File: src/pkg/pis_pkg.sv
// Shared constants and types for the physical interrupt signaling block
package pis_pkg;

    // Default sizes of the block
    localparam int DOM_W     = 2;
    localparam int PRI_W     = 5;
    localparam int ID_W      = 24;
    localparam int NUM_DOM   = 4;
    localparam int NUM_LOCAL = 16;

    // Domain number of the monitor-level domain
    localparam logic [1:0] DOM_MONITOR = 2'h0;

    // Identifier type field placed above the local interrupt index
    localparam int         ID_TYPE_W     = 3;
    localparam logic [2:0] ID_TYPE_LOCAL = 3'h1;

    // Priority value that qualifies for superpriority
    localparam logic [4:0] PRI_SUPER = 5'h00;

    // Reset values of registered outputs
    localparam logic RST_LINE  = 1'b0;
    localparam logic RST_VALID = 1'b0;

    // Settle time of the three register stages, in core clock cycles
    localparam int SETTLE_CYCLES = 3;

    // Class of the line to be signalled to the processing element
    typedef enum logic [1:0] {
        SIG_NONE   = 2'b00,
        SIG_NORMAL = 2'b01,
        SIG_FAST   = 2'b10
    } pis_sig_type;

endpackage

File: src/design/pis_local_select.sv
// Best local per-core interrupt for each domain, registered
`timescale 1ns/1ps
`default_nettype none
module pis_local_select #(
    parameter int NUM_LOCAL = pis_pkg::NUM_LOCAL,
    parameter int NUM_DOM   = pis_pkg::NUM_DOM,
    parameter int PRI_W     = pis_pkg::PRI_W,
    parameter int ID_W      = pis_pkg::ID_W,
    parameter int DOM_W     = pis_pkg::DOM_W
) (
    input  wire logic                       clk_sys,
    input  wire logic                       rst_n,
    input  wire logic [NUM_DOM-1:0]         domain_enable,
    input  wire logic [NUM_LOCAL-1:0]       local_pending,
    input  wire logic [NUM_LOCAL-1:0]       local_enable,
    input  wire logic [NUM_LOCAL*PRI_W-1:0] local_priority,
    input  wire logic [NUM_LOCAL*DOM_W-1:0] local_domain,
    output logic      [NUM_DOM-1:0]         best_valid_q,
    output logic      [NUM_DOM*PRI_W-1:0]   best_pri_q,
    output logic      [NUM_DOM*ID_W-1:0]    best_id_q
);
    localparam int IDX_W = ID_W - pis_pkg::ID_TYPE_W;

    // ========================================================
    // Per-domain search, lowest index wins a priority tie
    genvar d;
    generate
        for (d = 0; d < NUM_DOM; d = d + 1) begin : g_dom
            logic             valid_d;
            logic [PRI_W-1:0] pri_d;
            logic [ID_W-1:0]  id_d;

            // Scan all local interrupts assigned here
            always_comb begin
                valid_d = 1'b0;
                pri_d   = '0;
                id_d    = '0;
                for (int i = 0; i < NUM_LOCAL; i++) begin
                    if (domain_enable[d] && local_pending[i] &&
                        local_enable[i] &&
                        int'(local_domain[i*DOM_W +: DOM_W]) == d &&
                        (!valid_d ||
                         local_priority[i*PRI_W +: PRI_W] < pri_d)) begin
                        valid_d = 1'b1;
                        pri_d   = local_priority[i*PRI_W +: PRI_W];
                        id_d    = {pis_pkg::ID_TYPE_LOCAL, IDX_W'(i)};
                    end
                end
            end

            // Hold the winner for the domain merge
            always_ff @(posedge clk_sys or negedge rst_n) begin
                if (!rst_n) begin
                    best_valid_q[d]                <= pis_pkg::RST_VALID;
                    best_pri_q[d*PRI_W +: PRI_W]   <= '0;
                    best_id_q[d*ID_W +: ID_W]      <= '0;
                end else begin
                    best_valid_q[d]                <= valid_d;
                    best_pri_q[d*PRI_W +: PRI_W]   <= pri_d;
                    best_id_q[d*ID_W +: ID_W]      <= id_d;
                end
            end
        end
    endgenerate
endmodule
`default_nettype wire

File: src/design/pis_domain_eval.sv
// Merge of upstream and local candidates and masking for one domain
`timescale 1ns/1ps
`default_nettype none
module pis_domain_eval #(
    parameter int PRI_W = pis_pkg::PRI_W,
    parameter int ID_W  = pis_pkg::ID_W
) (
    input  wire logic             clk_sys,
    input  wire logic             rst_n,
    input  wire logic             domain_enable,
    input  wire logic             up_valid,
    input  wire logic [PRI_W-1:0] up_priority,
    input  wire logic [ID_W-1:0]  up_identifier,
    input  wire logic             loc_valid,
    input  wire logic [PRI_W-1:0] loc_priority,
    input  wire logic [ID_W-1:0]  loc_identifier,
    input  wire logic [PRI_W-1:0] priority_mask,
    input  wire logic [PRI_W-1:0] running_priority,
    output logic                  highest_priority_pending_valid_q,
    output logic      [PRI_W-1:0] highest_priority_pending_pri_q,
    output logic      [ID_W-1:0]  highest_priority_pending_id_q,
    output logic                  sufficient_q
);
    logic             take_up;
    logic             valid_d;
    logic [PRI_W-1:0] pri_d;
    logic [ID_W-1:0]  id_d;
    logic             suff_d;

    // ========================================================
    // Candidate merge, upstream wins a priority tie
    always_comb begin
        take_up = up_valid && (!loc_valid || up_priority <= loc_priority);
        valid_d = domain_enable && (up_valid || loc_valid);
        pri_d   = take_up ? up_priority : loc_priority;
        id_d    = take_up ? up_identifier : loc_identifier;
        // Both the mask and the running priority must be beaten
        suff_d  = valid_d && pri_d < priority_mask &&
                  pri_d < running_priority;
    end

    // ========================================================
    // Registered result, refreshed every cycle
    always_ff @(posedge clk_sys or negedge rst_n) begin
        if (!rst_n) begin
            highest_priority_pending_valid_q <= pis_pkg::RST_VALID;
            highest_priority_pending_pri_q   <= '0;
            highest_priority_pending_id_q    <= '0;
            sufficient_q <= pis_pkg::RST_VALID;
        end else begin
            highest_priority_pending_valid_q <= valid_d;
            highest_priority_pending_pri_q   <= pri_d;
            highest_priority_pending_id_q    <= id_d;
            sufficient_q <= suff_d;
        end
    end
endmodule
`default_nettype wire

File: src/design/pis_signaling.sv
// Physical interrupt signaling: per-domain selection, lines and reports
// Operation
// - Evaluate a domain only while it is enabled
// - Pick higher of upstream and local candidate
// - Disabled domain has no candidates, no pending
// - Equal priority: upstream candidate is taken
// - Pending interrupt settles in bounded cycles
// - Recompute on local or upstream change
// - Mask against priority mask and running priority
// - Fast line: preemptive, or monitor with any
// - Normal line: non-monitor, no preemptive, own pending
// - Fast and normal never asserted together
// - Lower report shows current domain below monitor
// - At monitor level lower report follows select
// - Reports carry identifier when pending shown
// - Reports show only sufficient-priority interrupts
// - Top report shows monitor-level domain
// - Summary shows each other domain's pending
// - Single domain configuration never asserts fast
// - Preemptive: preemptive domain and above threshold
// - Unimplemented preemptive select means no preemption
// - Superpriority: priority zero with nonmaskable enable
`timescale 1ns/1ps
`default_nettype none
module pis_signaling #(
    parameter int NUM_DOM   = pis_pkg::NUM_DOM,
    parameter int NUM_LOCAL = pis_pkg::NUM_LOCAL,
    parameter int PRI_W     = pis_pkg::PRI_W,
    parameter int ID_W      = pis_pkg::ID_W,
    parameter int DOM_W     = pis_pkg::DOM_W
) (
    input  wire logic                       clk_sys,
    input  wire logic                       rst_n,
    input  wire logic [NUM_DOM-1:0]         domain_enable,
    input  wire logic [NUM_DOM-1:0]         upstream_valid,
    input  wire logic [NUM_DOM*PRI_W-1:0]   upstream_priority,
    input  wire logic [NUM_DOM*ID_W-1:0]    upstream_identifier,
    input  wire logic [NUM_LOCAL-1:0]       local_pending,
    input  wire logic [NUM_LOCAL-1:0]       local_enable,
    input  wire logic [NUM_LOCAL*PRI_W-1:0] local_priority,
    input  wire logic [NUM_LOCAL*DOM_W-1:0] local_domain,
    input  wire logic [NUM_DOM*PRI_W-1:0]   priority_mask,
    input  wire logic [NUM_DOM*PRI_W-1:0]   running_priority,
    input  wire logic [NUM_DOM*PRI_W-1:0]   preemption_threshold,
    input  wire logic [DOM_W-1:0]           preemptive_domain_select,
    input  wire logic [DOM_W-1:0]           current_domain,
    input  wire logic                       at_monitor_level,
    input  wire logic [DOM_W-1:0]           security_state_select,
    input  wire logic                       nonmaskable_enable_monitor,
    input  wire logic                       nonmaskable_enable_routed,
    output logic                            fast_interrupt_line_q,
    output logic                            normal_interrupt_line_q,
    output logic                            superpriority_q,
    output logic                            lower_report_valid_q,
    output logic      [ID_W-1:0]            lower_report_id_q,
    output logic                            top_report_valid_q,
    output logic      [ID_W-1:0]            top_report_id_q,
    output logic      [NUM_DOM-1:0]         domain_pending_summary_q
);
    // Local best candidate of each domain
    logic [NUM_DOM-1:0]       loc_valid;
    logic [NUM_DOM*PRI_W-1:0] loc_pri;
    logic [NUM_DOM*ID_W-1:0]  loc_id;

    // Merged and masked result of each domain
    logic [NUM_DOM*PRI_W-1:0] highest_priority_pending_pri;
    logic [NUM_DOM*ID_W-1:0]  highest_priority_pending_id;
    logic [NUM_DOM-1:0]       suff;

    // Decision terms
    logic                     pid_impl;
    logic                     preempt_exists;
    logic                     cur_is_monitor;
    logic                     any_suff;
    logic                     cur_suff;
    logic [DOM_W-1:0]         report_dom;
    logic                     super_d;
    logic [NUM_DOM-1:0]       summary_d;
    pis_pkg::pis_sig_type     sig_d;

    // Priority field of one domain from a packed vector
    function automatic logic [PRI_W-1:0] dom_pri(
        input logic [NUM_DOM*PRI_W-1:0] vec,
        input logic [DOM_W-1:0]         dom
    );
        dom_pri = vec[int'(dom)*PRI_W +: PRI_W];
    endfunction

    // True when a domain number names an implemented domain
    function automatic logic dom_impl(input logic [DOM_W-1:0] dom);
        dom_impl = int'(dom) < NUM_DOM;
    endfunction

    // ========================================================
    // Stage one: best local interrupt per domain
    pis_local_select #(
        .NUM_LOCAL (NUM_LOCAL),
        .NUM_DOM   (NUM_DOM),
        .PRI_W     (PRI_W),
        .ID_W      (ID_W),
        .DOM_W     (DOM_W)
    ) u_local (
        .clk_sys        (clk_sys),
        .rst_n          (rst_n),
        .domain_enable  (domain_enable),
        .local_pending  (local_pending),
        .local_enable   (local_enable),
        .local_priority (local_priority),
        .local_domain   (local_domain),
        .best_valid_q   (loc_valid),
        .best_pri_q     (loc_pri),
        .best_id_q      (loc_id)
    );

    // ========================================================
    // Stage two: merge with upstream and mask, one per domain
    genvar d;
    generate
        for (d = 0; d < NUM_DOM; d = d + 1) begin : g_dom
            pis_domain_eval #(
                .PRI_W (PRI_W),
                .ID_W  (ID_W)
            ) u_eval (
                .clk_sys          (clk_sys),
                .rst_n            (rst_n),
                .domain_enable    (domain_enable[d]),
                .up_valid         (upstream_valid[d]),
                .up_priority      (upstream_priority[d*PRI_W +: PRI_W]),
                .up_identifier    (upstream_identifier[d*ID_W +: ID_W]),
                .loc_valid        (loc_valid[d]),
                .loc_priority     (loc_pri[d*PRI_W +: PRI_W]),
                .loc_identifier   (loc_id[d*ID_W +: ID_W]),
                .priority_mask    (priority_mask[d*PRI_W +: PRI_W]),
                .running_priority (running_priority[d*PRI_W +: PRI_W]),
                .highest_priority_pending_valid_q     (),
                .highest_priority_pending_pri_q       (highest_priority_pending_pri[d*PRI_W +: PRI_W]),
                .highest_priority_pending_id_q        (highest_priority_pending_id[d*ID_W +: ID_W]),
                .sufficient_q     (suff[d])
            );
        end
    endgenerate

    // ========================================================
    // Preemption test on the selected preemptive domain
    always_comb begin
        pid_impl       = dom_impl(preemptive_domain_select);
        preempt_exists = 1'b0;
        if (pid_impl) begin
            // Only the preemptive domain, and only above its threshold
            preempt_exists = suff[preemptive_domain_select] &&
                dom_pri(highest_priority_pending_pri, preemptive_domain_select) <
                dom_pri(preemption_threshold,
                        preemptive_domain_select);
        end
    end

    // Current domain and any-domain pending terms
    always_comb begin
        cur_is_monitor = current_domain == pis_pkg::DOM_MONITOR;
        any_suff       = |suff;
        cur_suff       = dom_impl(current_domain) && suff[current_domain];
    end

    // ========================================================
    // Line class: fast wins, then normal, else none
    always_comb begin
        sig_d = pis_pkg::SIG_NONE;
        if (NUM_DOM > 1 &&
            (preempt_exists || (cur_is_monitor && any_suff))) begin
            sig_d = pis_pkg::SIG_FAST;
        end else if (!cur_is_monitor && !preempt_exists && cur_suff) begin
            sig_d = pis_pkg::SIG_NORMAL;
        end
    end

    // Registered lines decoded from one class, so never both
    always_ff @(posedge clk_sys or negedge rst_n) begin
        if (!rst_n) begin
            fast_interrupt_line_q   <= pis_pkg::RST_LINE;
            normal_interrupt_line_q <= pis_pkg::RST_LINE;
        end else begin
            case (sig_d)
                pis_pkg::SIG_FAST: begin
                    fast_interrupt_line_q   <= 1'b1;
                    normal_interrupt_line_q <= 1'b0;
                end
                pis_pkg::SIG_NORMAL: begin
                    fast_interrupt_line_q   <= 1'b0;
                    normal_interrupt_line_q <= 1'b1;
                end
                default: begin
                    fast_interrupt_line_q   <= 1'b0;
                    normal_interrupt_line_q <= 1'b0;
                end
            endcase
        end
    end

    // ========================================================
    // Superpriority of the current domain's pending interrupt
    always_comb begin
        super_d = cur_suff &&
            dom_pri(highest_priority_pending_pri, current_domain) == pis_pkg::PRI_SUPER &&
            (cur_is_monitor ? nonmaskable_enable_monitor
                            : nonmaskable_enable_routed);
    end

    always_ff @(posedge clk_sys or negedge rst_n) begin
        if (!rst_n) begin
            superpriority_q <= pis_pkg::RST_VALID;
        end else begin
            superpriority_q <= super_d;
        end
    end

    // ========================================================
    // Report domain: select bits at monitor level, else current
    always_comb begin
        report_dom = at_monitor_level ? security_state_select
                                      : current_domain;
    end

    // Lower pending report, shown only when sufficient
    always_ff @(posedge clk_sys or negedge rst_n) begin
        if (!rst_n) begin
            lower_report_valid_q <= pis_pkg::RST_VALID;
            lower_report_id_q    <= '0;
        end else if (dom_impl(report_dom) && suff[report_dom]) begin
            lower_report_valid_q <= 1'b1;
            lower_report_id_q    <= highest_priority_pending_id[int'(report_dom)*ID_W +: ID_W];
        end else begin
            lower_report_valid_q <= 1'b0;
            lower_report_id_q    <= '0;
        end
    end

    // Top pending report for the monitor-level domain
    always_ff @(posedge clk_sys or negedge rst_n) begin
        if (!rst_n) begin
            top_report_valid_q <= pis_pkg::RST_VALID;
            top_report_id_q    <= '0;
        end else if (suff[pis_pkg::DOM_MONITOR]) begin
            top_report_valid_q <= 1'b1;
            top_report_id_q    <= highest_priority_pending_id[0 +: ID_W];
        end else begin
            top_report_valid_q <= 1'b0;
            top_report_id_q    <= '0;
        end
    end

    // ========================================================
    // Summary of the other domains; monitor bit reads zero
    always_comb begin
        summary_d    = suff;
        summary_d[0] = 1'b0;
    end

    always_ff @(posedge clk_sys or negedge rst_n) begin
        if (!rst_n) begin
            domain_pending_summary_q <= '0;
        end else begin
            domain_pending_summary_q <= summary_d;
        end
    end

endmodule
`default_nettype wire

File: config.mk
export PLATFORM = sky130hd
export DESIGN_NAME = pis_signaling
export DESIGN_NICKNAME = d
export VERILOG_FILES = /design/src/pkg/pis_pkg.sv /design/src/design/pis_local_select.sv /design/src/design/pis_domain_eval.sv /design/src/design/pis_signaling.sv
export SDC_FILE = /design/constraint.sdc
export NUM_CORES = 1
export LEC_CHECK = 0
export BUFFER_PORTS_ARGS = -buffer_cell sky130_fd_sc_hd__buf_2
export CORE_MARGIN = 3
export CORE_UTILIZATION = 40
export CTS_BUF_LIST = sky130_fd_sc_hd__clkbuf_2 sky130_fd_sc_hd__clkbuf_4 sky130_fd_sc_hd__clkbuf_8
export DETAILED_ROUTE_END_ITERATION = 7
export SLEW_MARGIN = 5
export SYNTH_ARGS = -nofsm -noshare
export SYNTH_HDL_FRONTEND = slang
export SYNTH_HIERARCHICAL = 1
export SYNTH_SLANG_ARGS = --single-unit
File: constraint.sdc
create_clock -name clk_sys -period 2.9 [get_ports clk_sys]
set_input_delay 0.145 -clock clk_sys [delete_from_list [all_inputs] [get_ports clk_sys]]
set_output_delay 0.145 -clock clk_sys [all_outputs]
set_load 0.02 [all_outputs]
==> results.md, run 1 <==
* Die Wd at 258.6 microns
* 1st-iter DRT viols at 2,241
* Number of global-route vias before repair at between 30,000 and 40,000
* Post-Syn Area per Cell at 8.607 sq um
* Initial DRT Pass Iterations at 6
* Cell Area, Synth at 25,530 sq um
* Maxcap violations at 0
* Final Skew at 0.02991 ns
* GP Congestion at 0.9550
* Clock group share of total power at 0.181
* Inst Count DP at a little over 5,000
* Vias per inst at between 5 and 6
* # rows at 91
* Min-delay worst type: in2reg
* Nets at 5,427
* Initial Util at 0.4091
* RSZ-0062 raised after global routing: true
* Fraction of layout cells with a size suffix above 1 at 0.5717
* Sequential Power Share at 0.268
* Port bufs at ~390
* Largest net degree at the start of global routing at 100
* Syn. warnings at 6
* Violated checks: setup timing
* Peak Freq at 45.95 MHz
* Max transition margin at 0.5043
* # IOs at 396
* Count of non-filler cells in the finished layout at 5,710
* Crit path kind: in2reg
* Clk_lat worst skew at 0.57 ns
* Setup TNS at -673.04 ns
* Die ar. at 66,880 sq um
* Post-Route WL at 115,200 microns
* Arr. time, crit path at 22.12 ns
* First-pass GRT wire length at 168,500 microns
* Longest Clk Path Bufs at 3
* Final ANT Viol Nets at 0
* Crit Path Max Fanout at 5
* Data required, critical path at 3.26 ns
* Initial antenna violation count at 9
* Residual DRC count at 0
* Slowest stage delay, CP at 0.56 ns
* Tot Pwr at 14.15 mW
* Worst-margin pin slew at approximately 0.74 ns
* Htree depth at 1
* Final worst path period share at 7.504
* Die Y at 258.6 microns
* Leakage power at 21.32 nW
* Comb power frac at 0.551
* Setup Viol. Count Final at 41
* Final worst slack at -18.86 ns
* CP Capture Type: flip-flop
* Clock tree from TritonCTS: built
* Switching Share at 0.3659
* Internal Pwr Total at 8.969 mW
* Total core area at around 62,000 sq um
* Routed WL per cell at 20.18 microns
* Total CTS buffers at 30
* PD cells at 318.7 nW/um^2
* Period minus WS final at 21.76 ns
* Syn Inst Count at 2,966
* Most used cell, CP: ha_4
* Dpl hpwl at around 83,000 microns
* Fin. Hold Viols at 0
* CTS clk-pin slew, worst paths at 0.07 ns
* Area grow syn2layout at 73.90%
* Total number of vias at around 31,000
* Run status: finished with violations
* Peak supply drop at 271.1 uV
* GRT Total Usage at 0.3164
* CP startpoint kind: input port
* Root Buffer: clkbuf_8
* Switching Power at 5.176 mW
* Critical-path top delay cell: or4_4
* Max-slew violations at 0
* Clk sinks at 220
* Total gr overflow at 0
-- path summary, 6_finish.rpt --
path                                              start                                           endpoint  slack [ns]  cells past startpoint
max reg2reg                       u_local/best_pri_q[3]                       g_dom[0].u_eval/sufficient_q       -0.01                     12
min reg2reg                g_dom[1].u_eval/sufficient_q                        domain_pending_summary_q[1]        0.46                      0
max in group asynchronous                         rst_n                                 top_report_valid_q        1.80                      3
min                               upstream_priority[14]  g_dom[2].u_eval/highest_priority_pending_pri_q[4]        0.01                      4
min in group asynchronous                         rst_n   g_dom[1].u_eval/highest_priority_pending_id_q[8]        0.21                      2
max                                     local_domain[0]                               u_local/best_id_q[2]      -18.86                    127
-- metal layers --
metal	part of all wire	GRT usage	wire [microns]	vias to the layer above
met3	0.056	0.02971	6435	282
met4	0.042	0.1203	4823	4
met1	0.40	0.3845	46240	15230
li1	-	-	-	14750
met2	0.50	0.5768	57700	1150
met5	0.00023	0	26	-
-- area by class of cell --
type / count / area [sq um]
antenna: 7 / 17.52
tap: 837 / 1047
clock inverter: 3 / 40.04
multi-input combinational: 2418 / 21870
clock buffer: 47 / 609.3
fill: 4602 / 18000
inverter: 228 / 863.3
sequential: 220 / 5505
timing repair buffer: 1950 / 14440
-- flip-flops by register name, indices dropped and copies added (netlist names) --
signal	count
g_dom.u_eval/highest_priority_pending_id_q	96
top_report_id_q	24
fast_interrupt_line_q	1
lower_report_valid_q	1
normal_interrupt_line_q	1
top_report_valid_q	1
domain_pending_summary_q	3
u_local/best_pri_q	20
u_local/best_id_q	20
superpriority_q	1
g_dom.u_eval/highest_priority_pending_pri_q	20
g_dom.u_eval/sufficient_q	4
u_local/best_valid_q	4
lower_report_id_q	24
-- placed cells by master, fill, tap and decap left out, types with 77 or more instances in the layout --
master	n
buf_2	388
o21ai_0	93
nand2_1	205
mux2_2	86
nor2_1	154
conb_1	77
buf_4	1345
ha_1	150
inv_1	183
a21oi_2	79
dfrtp_1	220
dlygate4sd3_1	132
ha_4	83
a21oi_1	94
-- critical path, delay by kind of cell --
kind,cells,cell delay (ns)
AO/OA/AOI/OAI,55,9.34
AND/OR/NAND/NOR,36,5.72
adder cells (fa/ha/maj),15,3.76
multiplexers,7,1.79
buffers and inverters,14,1.30
-- stage by stage --
step           hold slack, ns  setup slack, ns    util  area (sq um)
2_1_floorplan         -0.1506           -19.19       -         26940
3_3_place_gp           0.2271           -20.32  0.5830         36380
3_5_place_dp           0.2256           -20.39  0.5830         36380
4_1_cts              0.001341           -18.32  0.6769         42230
5_1_grt               0.03267           -19.87  0.7114         44390
6_report              0.01436           -18.86  0.7115         44390
-- power groups by stage --
stage | logic, mW | registers [mW] | clock network, mW
global placement | 6.11 | 3.82 | 0
detailed placement | 6.18 | 3.83 | 0
floorplan | 3.43 | 3.88 | 0
global route | 8.35 | 3.83 | 2.73
CTS | 7.11 | 3.78 | 2.59
finish | 7.79 | 3.79 | 2.56
-- what timing repair did --
| action | in CTS | in global routing |
|---|---|---|
| hold buffers | 132 | 0 |
| resized for setup | 405 | 296 |
| pin swaps | 296 | 244 |
| setup buffers | 281 | 110 |
| hold endpoints to repair | 226 | 0 |
| setup endpoints to repair | 48 | 48 |
| gates cloned | 1 | 0 |
No activity file was read; power rests on OpenSTA's default activity.
==> inputs of run 2 (changes only) <==
REMOVE_ABC_BUFFERS = 1   (was default)
==> run 2 against run 1 <==
Net effect: the flow still finishes with violations (setup timing); utilization grew 2.0 points; sequential power is essentially flat; power grew 4.8%; final cell count grew 0.98%; setup slack lost 0.45 ns; register-to-register slack gained 0.02 ns; flip-flop and latch count is the same; routed wire length grew 9.1%; first-iteration DRC count grew 38%; die area is the same; global-route usage grew 1.8 points; clock skew grew 0.0032 ns; largest cell class unchanged.
==> results.md, run 2 (same netlist as run 1, synthesis figures left out) <==
* Run status: finished with violations (unchanged)
* Violated checks: setup timing (unchanged)
* Fin. Hold Viols at 0 (unchanged)
* Post-Route WL at 125,700 microns (was 115,200 microns)
* Final Skew at 0.03314 ns (was 0.02991 ns)
* Kind of cell adding the most delay to the critical path: compound AO/OA/AOI/OAI gates (unchanged)
* Most frequent cells in the layout: buf_4 (1,371), buf_2 (389), dfrtp_1 (220), nand2_1 (194), inv_1 (171) (was buf_4 (1,345), buf_2 (388), dfrtp_1 (220), nand2_1 (205), inv_1 (183))
* Final instance area at 45,660 sq um (was 44,390 sq um)
* Switching Share at 0.3754 (was 0.3659)
* # IOs at 396 (unchanged)
* Vias per inst at 5.727 (was 5.501)
* Initial DRT Pass Iterations at 6 (unchanged)
* Comb power frac at 0.559 (was 0.551)
* GP Congestion at 0.9863 (was 0.9550)
* R2R setup slack at 0.01 ns (was -0.01 ns)
* Largest register by flop count: g_dom.u_eval/highest_priority_pending_id_q (unchanged)
* Slowest stage delay, CP at 0.50 ns (was 0.56 ns)
* Min-delay worst type: in2reg (unchanged)
* CP Capture Type: flip-flop (unchanged)
* Worst-margin pin slew at 0.8219 ns (was 0.7435 ns)
* Initial Util at 0.4091 (unchanged)
* Setup TNS at -688.73 ns (was -673.04 ns)
* Pre-CTS setup slack at -21.38 ns (was -20.39 ns)
* Internal Pwr Total at 9.259 mW (was 8.969 mW)
* Period minus WS final at 22.21 ns (was 21.76 ns)
* Top flop regs: g_dom.u_eval/highest_priority_pending_id_q x96, lower_report_id_q x24, top_report_id_q x24 (unchanged)
* Max-slew violations at 0 (unchanged)
* First-pass GRT wire length at 178,100 microns (was 168,500 microns)
* Commonest non-fill, non-tap cell in the layout: buf_4 (unchanged)
* Final ANT Viol Nets at 0 (unchanged)
* Clk_lat worst skew at 0.60 ns (was 0.57 ns)
* Clk sinks at 220 (unchanged)
* Critical-path top delay cell: o41a_1 (was or4_4)
* Htree depth at 1 (unchanged)
* Total core area at 62,390 sq um (unchanged)
* Crit Path Max Fanout at 8 (was 5)
* Initial antenna violation count at 5 (was 9)
* # rows at 91 (unchanged)
* Port bufs at 394 (unchanged)
* Maxcap violations at 0 (unchanged)
* Routed WL per cell at 21.81 microns (was 20.18 microns)
* Nets at 5,478 (was 5,427)
* Longest Clk Path Bufs at 3 (unchanged)
* Sequential Power Share at 0.256 (was 0.268)
* Switching Power at 5.565 mW (was 5.176 mW)
* Crit path kind: in2reg (unchanged)
* GRT Total Usage at 0.3344 (was 0.3164)
* Clock tree from TritonCTS: built (unchanged)
* Die ar. at 66,880 sq um (unchanged)
* 1st-iter DRT viols at 3,100 (was 2,241)
* Clock group share of total power at 0.186 (was 0.181)
* Root Buffer: clkbuf_8 (unchanged)
* Total gr overflow at 0 (unchanged)
* Peak Freq at 45.02 MHz (was 45.95 MHz)
* Area grow syn2layout at 78.87% (was 73.90%)
* Largest net degree at the start of global routing at 78 (was 100)
* Die Y at 258.6 microns (unchanged)
* Die Wd at 258.6 microns (unchanged)
* Peak supply drop at 314.9 uV (was 271.1 uV)
* Total CTS buffers at 30 (unchanged)
* Fraction of layout cells with a size suffix above 1 at 0.5954 (was 0.5717)
* Number of global-route vias before repair at 32,370 (was 31,220)
* Final worst slack at -19.31 ns (was -18.86 ns)
* Total number of vias at 33,020 (was 31,410)
* Most used cell, CP: a21oi_2 (was ha_4)
* Min Hold Slack at 0.03041 ns (was 0.01436 ns)
* Cell Area, Placed at 35,500 sq um (was 36,380 sq um)
* Leakage power at 21.56 nW (was 21.32 nW)
* Arr. time, crit path at 22.67 ns (was 22.12 ns)
* CTS clk-pin slew, worst paths at 0.07 ns (about the same)
* Dpl hpwl at 85,970 microns (was 83,330 microns)
* Max transition margin at 0.4521 (was 0.5043)
* Data required, critical path at 3.36 ns (was 3.26 ns)
* Final worst path period share at 7.660 (was 7.504)
* PD cells at 324.7 nW/um^2 (was 318.7 nW/um^2)
* Residual DRC count at 0 (unchanged)
* RSZ-0062 raised after global routing: true (unchanged)
* CP startpoint kind: input port (unchanged)
* Worst path bufs/invs at 19 (was 14)
* Max reg flops at 96 (unchanged)
* Setup Viol. Count Final at 42 (was 41)
-- run 2: cell count changes in the layout (fill, tap and decap cells not counted), sizes merged --
cell	change
clkbuf	-4
clkinv	+6
o2bb2ai	+1
dlygate4sd3	+7
a21oi	+1
buf	+42
clkinvlp	+2
diode	-1
bufinv	+2
-- run 2: worst min-delay path, stage by stage --
cell and delay, ns:
buf_2 0.13, o21ai_0 0.09, o221ai_2 0.13, nand2_1 0.09
-- run 2: area by class of cell --
cell class	instances	area, sq um
Multi-Input combinational cell	2420	22700
Timing Repair Buffer	1999	14820
Sequential cell	220	5505
Tap cell	837	1047
Fill cell	4244	16730
Clock inverter	13	145.1
Clock buffer	43	554.3
Inverter	228	870.8
Antenna cell	6	15.01
-- run 2: worst paths after layout --
check                                      startpoint                                                end  cells past startpoint
worst min-delay path                upstream_valid[0]  g_dom[0].u_eval/highest_priority_pending_pri_q[0]                      4
worst max register to register  u_local/best_pri_q[4]                       g_dom[0].u_eval/sufficient_q                     13
worst min register to register  u_local/best_id_q[93]  g_dom[3].u_eval/highest_priority_pending_id_q[21]                      1
max in group asynchronous                       rst_n  g_dom[0].u_eval/highest_priority_pending_pri_q[4]                      3
worst max-delay path                 local_pending[0]                              u_local/best_id_q[25]                    136
min in group asynchronous                       rst_n                              lower_report_id_q[16]                      2
-- run 2: what timing repair did --
action | in CTS | in global routing
cloned | 0 | 3
pin swaps | 295 | 352
buffers inserted | 285 | 142
resized for setup | 583 | 502
hold buffers | 138 | 1
setup endpoints to repair | 47 | 48
hold endpoints to repair | 213 | 1
-- run 2: power groups by stage --
stage                     logic [mW]  registers, mW  clock network, mW
after floorplan                 2.95           3.89                  0
after global placement          5.94           3.82                  0
after detailed placement        6.01           3.83                  0
after CTS                       7.05           3.77               2.77
after global routing            8.80           3.83               2.92
final                           8.28           3.79               2.76
-- run 2: stage by stage --
| stage | instances | util | power (mW) |
|---|---|---|---|
| 2_1_floorplan | 2866 | - | 6.832 |
| 3_3_place_gp | 5158 | 0.5690 | 9.756 |
| 3_5_place_dp | 5158 | 0.5690 | 9.839 |
| 4_1_cts | 5629 | 0.6787 | 13.59 |
| 5_1_grt | 5764 | 0.7317 | 15.55 |
| 6_report | 5766 | 0.7318 | 14.82 |
-- run 2: metal layers --
metal,vias to the layer above,wire length [microns],GRT usage
met5,-,13,0
met4,2,6490,0.1221
met3,461,10090,0.04036
met2,1771,59960,0.5838
met1,15910,49190,0.4239
li1,14880,-,-
